===== config.mk =====
export PLATFORM = sky130hd
export DESIGN_NAME = mch_handler
export DESIGN_NICKNAME = d
export VERILOG_FILES = /design/src/core/mch_pkg.sv /design/src/core/mch_handler.sv
export SDC_FILE = /design/constraint.sdc
export NUM_CORES = 1
export LEC_CHECK = 0
export BUFFER_PORTS_ARGS = -buffer_cell sky130_fd_sc_hd__buf_2
export CORE_MARGIN = 1.5
export CORE_UTILIZATION = 31
export DETAILED_ROUTE_END_ITERATION = 7
export RECOVER_POWER = 25
export SYNTH_ARGS = -nofsm -noshare
export SYNTH_HDL_FRONTEND = slang
export SYNTH_SLANG_ARGS = --single-unit

===== constraint.sdc =====
create_clock -name SYS_CLK_I -period 7.6 [get_ports SYS_CLK_I]
set_input_delay 0.76 -clock SYS_CLK_I [delete_from_list [all_inputs] [get_ports SYS_CLK_I]]
set_output_delay 0.76 -clock SYS_CLK_I [all_outputs]
set_load 0.005 [all_outputs]

===== src/core/mch_pkg.sv =====
package mch_pkg;

    // ==================================================
    // Register map (byte offsets)
    localparam logic [7:0] MCH_REG_CTRL = 8'h00;
    localparam logic [7:0] MCH_REG_CODES = 8'h04;
    localparam logic [7:0] MCH_REG_ARGS = 8'h08;
    localparam logic [7:0] MCH_REG_ADDR = 8'h0c;
    localparam logic [7:0] MCH_REG_LEN = 8'h10;
    localparam logic [7:0] MCH_REG_WDATA = 8'h14;
    localparam logic [7:0] MCH_REG_RESP = 8'h18;
    localparam logic [7:0] MCH_REG_RDATA = 8'h1c;
    localparam logic [7:0] MCH_REG_STATUS = 8'h20;

    // ==================================================
    // Service codes
    localparam logic [7:0] MCH_MAIN_VAR = 8'h01;
    localparam logic [7:0] MCH_SUB_READ = 8'h01;
    localparam logic [7:0] MCH_SUB_WRITE = 8'h02;
    localparam logic [7:0] MCH_MAIN_OP = 8'h30;
    localparam logic [7:0] MCH_SUB_OP = 8'h05;
    localparam logic [7:0] MCH_INS_WRITE_EN = 8'h00;
    localparam logic [7:0] MCH_INS_FZERO = 8'h03;
    localparam logic [7:0] MCH_INS_SW_RESET = 8'h06;
    localparam logic [7:0] MCH_INS_AREA1 = 8'h07;
    localparam logic [7:0] MCH_INS_PROTECT = 8'h08;
    localparam logic [7:0] MCH_INFO_OFF = 8'h00;
    localparam logic [7:0] MCH_INFO_ON = 8'h01;
    localparam logic [7:0] MCH_AREA_C0 = 8'hc0;
    localparam logic [7:0] MCH_AREA_C2 = 8'hc2;
    localparam logic [15:0] MCH_ADR_REMOTE = 16'h0000;
    localparam logic [15:0] MCH_ADR_PV = 16'h0001;
    localparam logic [15:0] MCH_ADR_STATUS = 16'h0002;
    localparam logic [15:0] MCH_ADR_CMP_LAST = 16'h0006;
    localparam logic [7:0] MCH_BITPOS = 8'h00;
    localparam logic [15:0] MCH_ONE_ELEMENT = 16'h0001;

    // ==================================================
    // Defined command text lengths in characters
    localparam logic [7:0] MCH_LEN_OP = 8'd8;
    localparam logic [7:0] MCH_LEN_READ = 8'd16;
    localparam logic [7:0] MCH_LEN_WRITE = 8'd24;

    // ==================================================
    // Result codes
    localparam logic [15:0] MCH_RES_OK = 16'h0000;
    localparam logic [15:0] MCH_RES_LONG = 16'h1001;
    localparam logic [15:0] MCH_RES_SHORT = 16'h1002;
    localparam logic [15:0] MCH_RES_PARAM = 16'h1100;
    localparam logic [15:0] MCH_RES_AREA = 16'h1101;
    localparam logic [15:0] MCH_RES_ADDR = 16'h1103;
    localparam logic [15:0] MCH_RES_OPER = 16'h2203;
    localparam logic [15:0] MCH_RES_RDONLY = 16'h3003;

    // ==================================================
    // Reset value, unknown-value marker and comparison count
    localparam logic [31:0] MCH_UNKNOWN = 32'hffff_ffff;
    localparam logic [31:0] MCH_VALUE_RST = 32'h0000_0000;
    localparam int MCH_CMP_COUNT = 6;

    typedef enum logic [1:0] {
        MCH_BUS_IDLE,
        MCH_BUS_WRITE,
        MCH_BUS_RWAIT,
        MCH_BUS_ROUT
    } mch_bus_t;

endpackage


===== src/core/mch_handler.sv =====
`timescale 1ns/10ps
module mch_handler #(
    parameter int DATA_W = 32
) (
    input wire logic SYS_CLK_I,
    input wire logic RST_I,
    input wire logic HSEL_I,
    input wire logic [31:0] HADDR_I,
    input wire logic [1:0] HTRANS_I,
    input wire logic HWRITE_I,
    input wire logic [2:0] HSIZE_I,
    input wire logic [31:0] HWDATA_I,
    input wire logic HREADY_I,
    output logic [31:0] HRDATA_O,
    output logic HREADYOUT_O,
    output logic HRESP_O,
    input wire logic [DATA_W-1:0] PROCESS_VALUE_I,
    input wire logic [DATA_W-1:0] CMP_STATUS_I,
    input wire logic KEY_INIT_LEVEL_I,
    input wire logic CAL_LEVEL_I,
    input wire logic NVM_FAULT_I,
    input wire logic MEAS_FAULT_I,
    output logic SETTING_AREA1_O,
    output logic MEASURE_RUN_O,
    output logic LEVEL_IND_INIT_O,
    output logic PROTECT_LEVEL_O,
    output logic FORCED_ZERO_O,
    output logic SW_RESET_O,
    output logic [DATA_W-1:0] REMOTE_VALUE_O,
    output logic REMOTE_STROBE_O,
    output logic [DATA_W-1:0] CMP_ONE_VALUE_O,
    output logic [DATA_W-1:0] CMP_TWO_VALUE_O
);

    // ==================================================
    // Bus slave state
    mch_pkg::mch_bus_t bus_state;
    logic [7:0] bus_addr;
    logic [31:0] next_rdata;
    logic go;

    // ==================================================
    // Request and answer registers
    logic [15:0] req_codes, req_args, req_addr, req_count;
    logic [7:0] req_len;
    logic [31:0] req_data;
    logic exec, done;
    logic [15:0] resp_code, resp_echo;
    logic [31:0] resp_data;

    // ==================================================
    // Meter state
    logic area1, write_en, forced_zero, protect, sw_reset;
    logic [DATA_W-1:0] remote_value;
    logic remote_strobe;
    logic [DATA_W-1:0] cmp_value [mch_pkg::MCH_CMP_COUNT];

    // ==================================================
    // Decode results
    logic [7:0] instr, info, need_len;
    logic is_op, is_read, is_write;
    logic len_short, len_over, op_valid, op_refused;
    logic [15:0] next_result;
    logic [31:0] next_data;
    logic do_wen, do_fzero, do_reset, do_area1, do_protect, do_remote, do_cmp;
    logic [2:0] cmp_idx;

    assign instr = req_args[7:0];
    assign info = req_args[15:8];
    assign cmp_idx = 3'(req_addr[2:0] - 3'h1);

    // ==================================================
    // AHB-Lite slave: reads take one wait state so read data comes from a flop
    always_ff @(posedge SYS_CLK_I) begin
        if (RST_I) begin
            bus_state <= mch_pkg::MCH_BUS_IDLE;
            bus_addr <= 8'h00;
        end else if (HREADY_I && bus_state != mch_pkg::MCH_BUS_RWAIT) begin
            bus_addr <= HADDR_I[7:0];
            if (HSEL_I && HTRANS_I[1]) begin
                bus_state <= HWRITE_I ? mch_pkg::MCH_BUS_WRITE : mch_pkg::MCH_BUS_RWAIT;
            end else begin
                bus_state <= mch_pkg::MCH_BUS_IDLE;
            end
        end else if (bus_state == mch_pkg::MCH_BUS_RWAIT) begin
            bus_state <= mch_pkg::MCH_BUS_ROUT;
        end
    end

    assign HREADYOUT_O = (bus_state != mch_pkg::MCH_BUS_RWAIT);
    assign HRESP_O = 1'b0;

    // Read mux; unmapped offsets read as zero
    always_comb begin
        unique case (bus_addr)
            mch_pkg::MCH_REG_CTRL: next_rdata = {31'h0000_0000, done};
            mch_pkg::MCH_REG_CODES: next_rdata = {16'h0000, req_codes};
            mch_pkg::MCH_REG_ARGS: next_rdata = {16'h0000, req_args};
            mch_pkg::MCH_REG_ADDR: next_rdata = {req_count, req_addr};
            mch_pkg::MCH_REG_LEN: next_rdata = {24'h00_0000, req_len};
            mch_pkg::MCH_REG_WDATA: next_rdata = req_data;
            mch_pkg::MCH_REG_RESP: next_rdata = {resp_code, resp_echo};
            mch_pkg::MCH_REG_RDATA: next_rdata = resp_data;
            mch_pkg::MCH_REG_STATUS: next_rdata = {26'h000_0000, CAL_LEVEL_I,
                ~area1, protect, forced_zero, write_en, area1};
            default: next_rdata = 32'h0000_0000;
        endcase
    end

    // Read data captured in the wait cycle
    always_ff @(posedge SYS_CLK_I) begin
        if (RST_I) begin
            HRDATA_O <= 32'h0000_0000;
        end else if (bus_state == mch_pkg::MCH_BUS_RWAIT) begin
            HRDATA_O <= next_rdata;
        end
    end

    // Request registers written in the write data phase
    always_ff @(posedge SYS_CLK_I) begin
        if (RST_I) begin
            req_codes <= 16'h0000;
            req_args <= 16'h0000;
            req_addr <= 16'h0000;
            req_count <= 16'h0000;
            req_len <= 8'h00;
            req_data <= 32'h0000_0000;
            go <= 1'b0;
        end else begin
            go <= 1'b0;
            if (bus_state == mch_pkg::MCH_BUS_WRITE) begin
                unique case (bus_addr)
                    mch_pkg::MCH_REG_CTRL: go <= HWDATA_I[0];
                    mch_pkg::MCH_REG_CODES: req_codes <= HWDATA_I[15:0];
                    mch_pkg::MCH_REG_ARGS: req_args <= HWDATA_I[15:0];
                    mch_pkg::MCH_REG_ADDR: begin
                        req_addr <= HWDATA_I[15:0];
                        req_count <= HWDATA_I[31:16];
                    end
                    mch_pkg::MCH_REG_LEN: req_len <= HWDATA_I[7:0];
                    mch_pkg::MCH_REG_WDATA: req_data <= HWDATA_I;
                    default: ;
                endcase
            end
        end
    end

    // ==================================================
    // Command classification and length check
    always_comb begin
        is_op = (req_codes == {mch_pkg::MCH_MAIN_OP, mch_pkg::MCH_SUB_OP});
        is_read = (req_codes == {mch_pkg::MCH_MAIN_VAR, mch_pkg::MCH_SUB_READ});
        is_write = (req_codes == {mch_pkg::MCH_MAIN_VAR, mch_pkg::MCH_SUB_WRITE});
        if (is_op) begin
            need_len = mch_pkg::MCH_LEN_OP;
        end else if (is_read) begin
            need_len = mch_pkg::MCH_LEN_READ;
        end else begin
            need_len = mch_pkg::MCH_LEN_WRITE;
        end
        len_over = (req_len > need_len);
        len_short = (req_len < need_len);
    end

    // Instruction and related information must be one of the defined pairs
    always_comb begin
        unique case (instr)
            mch_pkg::MCH_INS_WRITE_EN, mch_pkg::MCH_INS_FZERO:
                op_valid = (info == mch_pkg::MCH_INFO_OFF) || (info == mch_pkg::MCH_INFO_ON);
            mch_pkg::MCH_INS_SW_RESET, mch_pkg::MCH_INS_AREA1, mch_pkg::MCH_INS_PROTECT:
                op_valid = (info == mch_pkg::MCH_INFO_OFF);
            default: op_valid = 1'b0;
        endcase
    end

    // Calibration, memory fault, disabled writing and area limits refuse the instruction
    assign op_refused = CAL_LEVEL_I || NVM_FAULT_I
        || (instr != mch_pkg::MCH_INS_WRITE_EN && !write_en)
        || (instr == mch_pkg::MCH_INS_FZERO && (area1 || MEAS_FAULT_I))
        || (instr == mch_pkg::MCH_INS_PROTECT && area1);

    // ==================================================
    // Command execution decode
    always_comb begin
        next_result = mch_pkg::MCH_RES_OK;
        next_data = 32'h0000_0000;
        do_wen = 1'b0;
        do_fzero = 1'b0;
        do_reset = 1'b0;
        do_area1 = 1'b0;
        do_protect = 1'b0;
        do_remote = 1'b0;
        do_cmp = 1'b0;
        if (!(is_op || is_read || is_write)) begin
            next_result = mch_pkg::MCH_RES_PARAM;
        end else if (len_over) begin
            next_result = mch_pkg::MCH_RES_LONG;
        end else if (len_short) begin
            next_result = mch_pkg::MCH_RES_SHORT;
        end else if (is_op) begin
            if (!op_valid) begin
                next_result = mch_pkg::MCH_RES_PARAM;
            end else if (op_refused) begin
                next_result = mch_pkg::MCH_RES_OPER;
            end else begin
                unique case (instr)
                    mch_pkg::MCH_INS_WRITE_EN: do_wen = 1'b1;
                    mch_pkg::MCH_INS_FZERO: do_fzero = 1'b1;
                    mch_pkg::MCH_INS_SW_RESET: do_reset = 1'b1;
                    mch_pkg::MCH_INS_AREA1: do_area1 = 1'b1;
                    default: do_protect = 1'b1;
                endcase
            end
        end else if (req_args[15:8] != mch_pkg::MCH_BITPOS
                     || req_count != mch_pkg::MCH_ONE_ELEMENT) begin
            next_result = mch_pkg::MCH_RES_PARAM;
        end else if (is_read) begin
            // Reads are served in both areas
            if (instr == mch_pkg::MCH_AREA_C0) begin
                if (req_addr == mch_pkg::MCH_ADR_PV) begin
                    next_data = area1 ? mch_pkg::MCH_UNKNOWN : 32'(PROCESS_VALUE_I);
                end else if (req_addr == mch_pkg::MCH_ADR_STATUS) begin
                    next_data = area1 ? mch_pkg::MCH_UNKNOWN : 32'(CMP_STATUS_I);
                end else begin
                    next_result = mch_pkg::MCH_RES_ADDR;
                end
            end else if (instr == mch_pkg::MCH_AREA_C2) begin
                if (req_addr == mch_pkg::MCH_ADR_REMOTE) begin
                    next_data = 32'(remote_value);
                end else if (req_addr <= mch_pkg::MCH_ADR_CMP_LAST) begin
                    next_data = 32'(cmp_value[cmp_idx]);
                end else begin
                    next_result = mch_pkg::MCH_RES_ADDR;
                end
            end else begin
                next_result = mch_pkg::MCH_RES_AREA;
            end
        end else begin
            // Setting-level areas belong to another block, so only C0 and C2 are known here
            if (instr == mch_pkg::MCH_AREA_C0) begin
                next_result = mch_pkg::MCH_RES_RDONLY;
            end else if (instr != mch_pkg::MCH_AREA_C2) begin
                next_result = mch_pkg::MCH_RES_AREA;
            end else if (req_addr > mch_pkg::MCH_ADR_CMP_LAST) begin
                next_result = mch_pkg::MCH_RES_ADDR;
            end else if (CAL_LEVEL_I || NVM_FAULT_I || !write_en) begin
                next_result = mch_pkg::MCH_RES_OPER;
            end else if (req_addr == mch_pkg::MCH_ADR_REMOTE) begin
                do_remote = !area1;
            end else begin
                do_cmp = 1'b1;
            end
        end
    end

    // ==================================================
    // Execution strobe and answer
    always_ff @(posedge SYS_CLK_I) begin
        if (RST_I) begin
            exec <= 1'b0;
            done <= 1'b0;
            resp_code <= mch_pkg::MCH_RES_OK;
            resp_echo <= 16'h0000;
            resp_data <= 32'h0000_0000;
        end else begin
            exec <= go;
            // Completion wins over a new start in the same cycle
            if (exec) begin
                done <= 1'b1;
                resp_code <= next_result;
                resp_echo <= req_codes;
                resp_data <= next_data;
            end else if (go) begin
                done <= 1'b0;
            end
        end
    end

    // ==================================================
    // Setting area and level state
    always_ff @(posedge SYS_CLK_I) begin
        if (RST_I) begin
            area1 <= 1'b0;
            protect <= 1'b0;
            sw_reset <= 1'b0;
        end else begin
            sw_reset <= exec && do_reset;
            if (KEY_INIT_LEVEL_I) begin
                area1 <= 1'b1;
                protect <= 1'b0;
            end else if (exec && do_reset) begin
                area1 <= 1'b0;
                protect <= 1'b0;
            end else if (exec && do_area1) begin
                area1 <= 1'b1;
                protect <= 1'b0;
            end else if (exec && do_protect) begin
                protect <= 1'b1;
            end
        end
    end

    // Writing permission and forced zero
    always_ff @(posedge SYS_CLK_I) begin
        if (RST_I) begin
            write_en <= 1'b0;
            forced_zero <= 1'b0;
        end else if (exec) begin
            if (do_wen) begin
                write_en <= (info == mch_pkg::MCH_INFO_ON);
            end
            if (do_fzero) begin
                forced_zero <= (info == mch_pkg::MCH_INFO_ON);
            end else if (do_reset) begin
                forced_zero <= 1'b0;
            end
        end
    end

    // Remote display value and comparison settings
    always_ff @(posedge SYS_CLK_I) begin
        if (RST_I) begin
            remote_value <= DATA_W'(mch_pkg::MCH_VALUE_RST);
            remote_strobe <= 1'b0;
            for (int i = 0; i < mch_pkg::MCH_CMP_COUNT; i++) begin
                cmp_value[i] <= DATA_W'(mch_pkg::MCH_VALUE_RST);
            end
        end else begin
            remote_strobe <= exec && do_remote;
            if (exec && do_remote) begin
                remote_value <= DATA_W'(req_data);
            end
            if (exec && do_cmp) begin
                cmp_value[cmp_idx] <= DATA_W'(req_data);
            end
        end
    end

    // ==================================================
    // Outputs; measuring stops whenever area 1 is entered
    assign SETTING_AREA1_O = area1;
    assign MEASURE_RUN_O = ~area1;
    assign LEVEL_IND_INIT_O = area1;
    assign PROTECT_LEVEL_O = protect;
    assign FORCED_ZERO_O = forced_zero;
    assign SW_RESET_O = sw_reset;
    assign REMOTE_VALUE_O = remote_value;
    assign REMOTE_STROBE_O = remote_strobe;
    assign CMP_ONE_VALUE_O = cmp_value[0];
    assign CMP_TWO_VALUE_O = cmp_value[3];
endmodule


# --- Yosys cells after proc, flatten, opt, wreduce, memory -nomap -nowiden ---
# Memory sizes are Yosys's and may differ from the RTL's.
# Cells that the tools add are included.
word_totals:
  reg_bits: 251
  mem_bits_rw: 192
  in_bits: 142
  out_inout_bits: 137
  elab_cells: 213
  mem_count: 1
memory_table:
  columns: ["name", "words", "width", "rd", "rd_ports_with_merged_regs", "wr", "line", "source"]
  rows:
  - ["cmp_value", 6, 32, 3, 0, 6, "mch_handler.sv:56", "logic [DATA_W-1:0] cmp_value [mch_pkg::MCH_CMP_COUNT];"]
op_classes:
  addsub: 1
  n_lt_le_gt_ge: 4
  n_eq_ne: 25
  n_mux: 112
  bitwise: 3
  n_reduce_logical: 45
ops:
  columns: ["cell", "n"]
  rows:
  - ["two-way mux 32 bit", 15]
  - ["one-hot mux 32 bit (9 select lines)", 1]
  - ["two-way mux 16 bit", 8]
  - ["two-way mux 14 bit", 6]
  - ["two-way mux 1 bit", 70]
  - ["two-way mux 13 bit", 4]
  - ["equality test 16 x 9 -> 1 bit (second input constant)", 2]
  - ["equality test 8 x 5 -> 1 bit (second input constant)", 4]
  - ["OR reduction 32 bit", 1]
  - ["equality test 8 x 3 -> 1 bit (second input constant)", 3]
  - ["equality test 8 x 4 -> 1 bit (second input constant)", 3]
  - ["zero test 8 bit", 3]
  - ["equality test 16 x 1 -> 1 bit (second input constant)", 1]
  - ["equality test 16 x 14 -> 1 bit (second input constant)", 1]
  - ["equality test 16 x 2 -> 1 bit (second input constant)", 1]
  - ["equality test 8 bit (second input constant)", 2]
  - ["> comparator 16 x 3 -> 1 bit (second input constant)", 1]
  - ["<= comparator 16 x 3 -> 1 bit (second input constant)", 1]
  - ["zero test 16 bit", 1]
  - ["inequality test 16 x 1 -> 1 bit (second input constant)", 1]
  - ["nonzero test 8 bit", 2]
  - ["AND reduction 2 bit", 7]
  - ["logical AND 1 bit", 10]
  - ["logical OR 1 bit", 10]
  - ["22 further kinds", 32]

# --- Depth between registers and ports, before layout ---
logic_depth:
  word_depth: 18
  mapped_depth: 14

# --- Least setup slack after synthesis ---
# OpenSTA, ideal clock, no wires.
synth_timing:
  kind: "register to register"
  startpoint: "reg req_codes[7]"
  endpoint: "mem cmp_value[4][0], enable pin"
  arrival_time_ns: 6.743
  t_required_ns: 7.089
  slack_ns: 0.346
  path_stages_with_launch: 12
  synth_period_minus_slack_ns: 7.254
  cell_sequence: "dfxtp_1 > or4_1 > or3_1 > nor3_2 > inv_1 > ha_1 > or4bb_1 > nor4_1 > nand2_1 > nor4_4 > nand2_1 > o41ai_1"
synth_lines:
  columns: ["item", "line", "source"]
  rows:
  - ["start: declaration", "mch_handler.sv:44", "logic [15:0] req_codes, req_args, req_addr, req_count;"]
  - ["start signal: assignment", "mch_handler.sv:134", "mch_pkg::MCH_REG_CODES: req_codes <= HWDATA_I[15:0];"]
  - ["end: declaration", "mch_handler.sv:56", null]

==> summary by stage <==
Yosys
The top cell type by area accounts for a little over a third of the synthesized area. Synthesis produced a netlist with a net count of 2120. The synthesized area per cell is between 10 and 15 um2. The number of flops mapped to enable cells by yosys is about 260. The number of flip-flops and latches in the synthesized netlist is 497. The Yosys step of the flow raised 0 warnings. For this run, the leading register cell type out of synthesis is sky130_fd_sc_hd__edfxtp_1. The count of cell types in the netlist is 69. Summing the sequential cell areas from Yosys gives 57.13% of the chip area.

Of all cell types, the one taking the most synthesized area is sky130_fd_sc_hd__edfxtp_1. Summing every instance area after synthesis gives 21900 um2. The count of mapped cells out of synthesis is 1973. The share of flip-flops with an asynchronous set or reset is 0%. In the post-synthesis netlist, the biggest area contributors are sky130_fd_sc_hd__edfxtp_1 35%, sky130_fd_sc_hd__dfxtp_1 22%, sky130_fd_sc_hd__mux4_2 6.6%.

Pwr
The worst-case IR drop observed on VDD is 177.0 uV. The cell area power density is 219.8 nW/um2. The total design power is approximately 0.0057 W. Summed over all cells, the static leakage comes to 8.978 nW.

Timing
The worst slew margin relative to its limit is -132.4%. Across the routed clock network, the largest skew measured is 0.03190 ns. The count of final hold-check violations came to 0. Adding up every negative setup slack in the final design gives 0 ns. The final clock period utilization by the worst path is 76.39%. Setup repair after global routing left no endpoint under its margin.

The final-report max-slew violation count was approximately 250. The count of final setup violators is 0. The timing-limited maximum frequency is 172.3 MHz.

For the pin with the worst max-slew slack, the measured transition is 3.485 ns. The minimum clock period after layout is 5.805 ns.

Clock tree
The clock insertion delay at the later pin of the skew report is around 0.60 ns. The number of buffers inserted by post-CTS setup repair is 0. The TritonCTS sink count is 497. The number of hold-repair buffers added at the cts stage is 0. The count of instances resized after the clock tree is built is 0.

The root buffer cell chosen for the clock tree is sky130_fd_sc_hd__clkbuf_16. After clock tree synthesis, the clock-pin slew on the worst setup and hold paths is 0.06 ns. The H-tree was split into 2 levels. TritonCTS built the clock tree. The number of buffers created by CTS is 51. In this run the deepest clock path goes through 3 buffers.

Layout
The number of nets in the layout is around 2300. After filler insertion, the fill cell instance count of the layout stands at just under 7000. The multi-input combinational cells in the finished layout cover a total of 8944 um2. Leaving out fill and tap cells, the most frequent cells in the layout are 307 x sky130_fd_sc_hd__nand2_1, 256 x sky130_fd_sc_hd__edfxtp_1, 240 x sky130_fd_sc_hd__dfxtp_1. The number of antenna diodes is 0. The share of layout cells above drive strength 1 is 16.73%. The finished cells cover ~26000 um2. The register cell area after layout is 12520 um2. Compared with the post-synthesis result, the final layout area differs by 18.04%.

The library cell used most frequently in the layout, excluding fill and tap cells, is sky130_fd_sc_hd__nand2_1. The utilization after layout is 36.92%.

Floorplanning
The area of the die is 72250 um2. The floorplan row count is slightly below 100. The region available for standard cell placement spans 70030 um2. The count of boundary I/O pins is ~280. For this configuration, the core starts out at a cell density of a little under a third. The die is approximately 270 um tall. The die is around 270 um wide.

Detailed routing
The highest routed metal layer is met5. The average routed wire per standard cell is roughly 23 um. For this block, the initial DRC count from the detailed router was 1544. The length of routed wiring on met1 is between 20 and 30 mm. Once detail routing completed, the nets flagged for antenna violations numbered 0.

Summing over every cut layer, the via total after detailed routing is approximately 17000. Summed over all nets, wire length on met2 after detailed routing comes to 33.81 mm. The final layout contains routed wiring with a total length of 72.26 mm. In the routed design, unresolved DRC markers number 0. After detailed routing, the number of vias per cell comes to 5.299.

The first detailed-routing pass ran for 6 iterations. The routed length on met3 is 5.796 mm.

Global routing
The initial antenna violation count is 6. The first global-routing pass estimated 105.4 mm of wire. In the global route stage, overall resource usage came out at 19.56%. The number of global-route vias before repair was 16460. Entering global routing, the biggest net connects 79 pins. The total grt overflow is 0.

Job
The number of maximum-capacitance violations is 6.

Critical path
The data arrival time of the worst path is 6.26 ns. The worst setup path is captured at a register. The critical path is of the register to register type.

Along the worst path, the maximum fanout reaches 34. Data on the critical path is required at its endpoint by 8.06 ns. STA classifies the critical path startpoint as a register.

Min path
The worst hold path belongs to the class primary input to register.

Place
Routability-driven placement finished with a final weighted congestion of just over 0.9. The quantity of I/O buffers inserted on ports is 249. The instance area after placement is 24280 um2.

The wire-length estimate of the detail-placed layout is 50.08 mm.

Status
The checks that failed: capacitance limit, slew limit. The flow ran to the end, but the final reports show violations.
## worst max-delay path: stages, from the launching register on
cell and delay [ns]:
sky130_fd_sc_hd__dfxtp_1 0.35, sky130_fd_sc_hd__or4_1 0.65, sky130_fd_sc_hd__or3_1 0.46, sky130_fd_sc_hd__nor3_2 0.38, sky130_fd_sc_hd__inv_1 0.24, sky130_fd_sc_hd__ha_1 0.35, sky130_fd_sc_hd__or4bb_1 0.47, sky130_fd_sc_hd__nor4_1 0.35
sky130_fd_sc_hd__nand2_1 0.19, sky130_fd_sc_hd__nor4_4 0.45, sky130_fd_sc_hd__and4_1 0.25, sky130_fd_sc_hd__buf_4 0.38, sky130_fd_sc_hd__nor3b_4 0.62, sky130_fd_sc_hd__buf_4 0.36, sky130_fd_sc_hd__and2_1 0.17
## stage by stage
| stage | worst slack [ns] | hold WS [ns] | std cells |
|---|---|---|---|
| detailed placement | 1.766 | 0.4537 | 3063 |
| CTS | 1.759 | 0.4057 | 3157 |
| global route | 1.453 | 0.4199 | 3157 |
| floorplan | 0.3465 | 0.4255 | 1973 |
| finish | 1.795 | 0.4256 | 3157 |
| global placement | 1.873 | 0.4427 | 3063 |
## path summary, 6_finish.rpt
| check | from | to | slack, ns | depth (start not counted) |
|---|---|---|---|---|
| setup / recovery | req_codes[7]$_SDFFE_PP0P_ | cmp_value[4][21]$_SDFFCE_PN0P_ | 1.79 | 14 |
| hold / removal | HADDR_I[3] | bus_addr[3]$_SDFFE_PP0P_ | 0.43 | 3 |
| setup reg to reg | req_codes[7]$_SDFFE_PP0P_ | cmp_value[4][21]$_SDFFCE_PN0P_ | 1.79 | 14 |
| hold reg to reg | go$_SDFF_PP0_ | exec$_SDFF_PP0_ | 0.46 | 1 |
## Yosys cell counts (10+ instances only)
cell type	count
sky130_fd_sc_hd__nand2b_1	10
sky130_fd_sc_hd__a222oi_1	26
sky130_fd_sc_hd__mux2i_1	91
sky130_fd_sc_hd__a22oi_1	24
sky130_fd_sc_hd__a22o_1	44
sky130_fd_sc_hd__a211oi_1	30
sky130_fd_sc_hd__nand2_1	307
sky130_fd_sc_hd__mux4_2	64
sky130_fd_sc_hd__a21oi_1	205
sky130_fd_sc_hd__and2_1	196
sky130_fd_sc_hd__dfxtp_1	241
sky130_fd_sc_hd__clkbuf_1	113
sky130_fd_sc_hd__nor4_1	17
sky130_fd_sc_hd__edfxtp_1	256
sky130_fd_sc_hd__nand3_1	23
sky130_fd_sc_hd__inv_1	14
sky130_fd_sc_hd__nor3_1	22
sky130_fd_sc_hd__o21ai_0	25
sky130_fd_sc_hd__nor2_1	118
sky130_fd_sc_hd__buf_1	17
## sequential cells by signal, summed over array words and instances, names as in the netlist, 2 cells and up
name            flops
resp_data          32
req_args           16
bus_state           2
bus_addr            8
REMOTE_VALUE_O     32
resp_echo          16
HRDATA_O           32
req_len             8
req_codes          16
req_data           32
req_addr           16
req_count          16
resp_code           6
cmp_value         256
## area by class of cell
| cell class | count | share of cell area, % |
|---|---|---|
| inverters | 14 | 0.2033 |
| well taps | 940 | 4.550 |
| clock inverters | 21 | 0.7792 |
| clock buffers | 73 | 5.939 |
| flip-flops and latches | 497 | 48.42 |
| multi-input cells | 1319 | 34.60 |
| repair buffers | 293 | 5.518 |
## layer usage
layer / vias to the layer above / GRT usage (%)
met4: 12 / 8.093
met1: 8236 / 25.24
li1: 7634 / -
met2: 703 / 31.69
met3: 143 / 4.365
met5: - / 0
## power by group
group          total, W  switching, W  internal [W]
clock           0.00258       0.00107       0.00151
combinational  0.000201      0.000134     0.0000671
sequential      0.00290     0.0000315       0.00286
total           0.00568       0.00124       0.00444
## cell families after synthesis
group                    share of synthesized area, %
other                                         0.01712
XOR/XNOR                                       0.2400
AND/OR/NAND/NOR                                 16.94
AO/OA/AOI/OAI                                   11.72
multiplexers                                    10.84
flip-flops                                      57.13
buffers and inverters                           2.822
adder cells (fa/ha/maj)                        0.2856
Power figures use the tool's default switching activity.
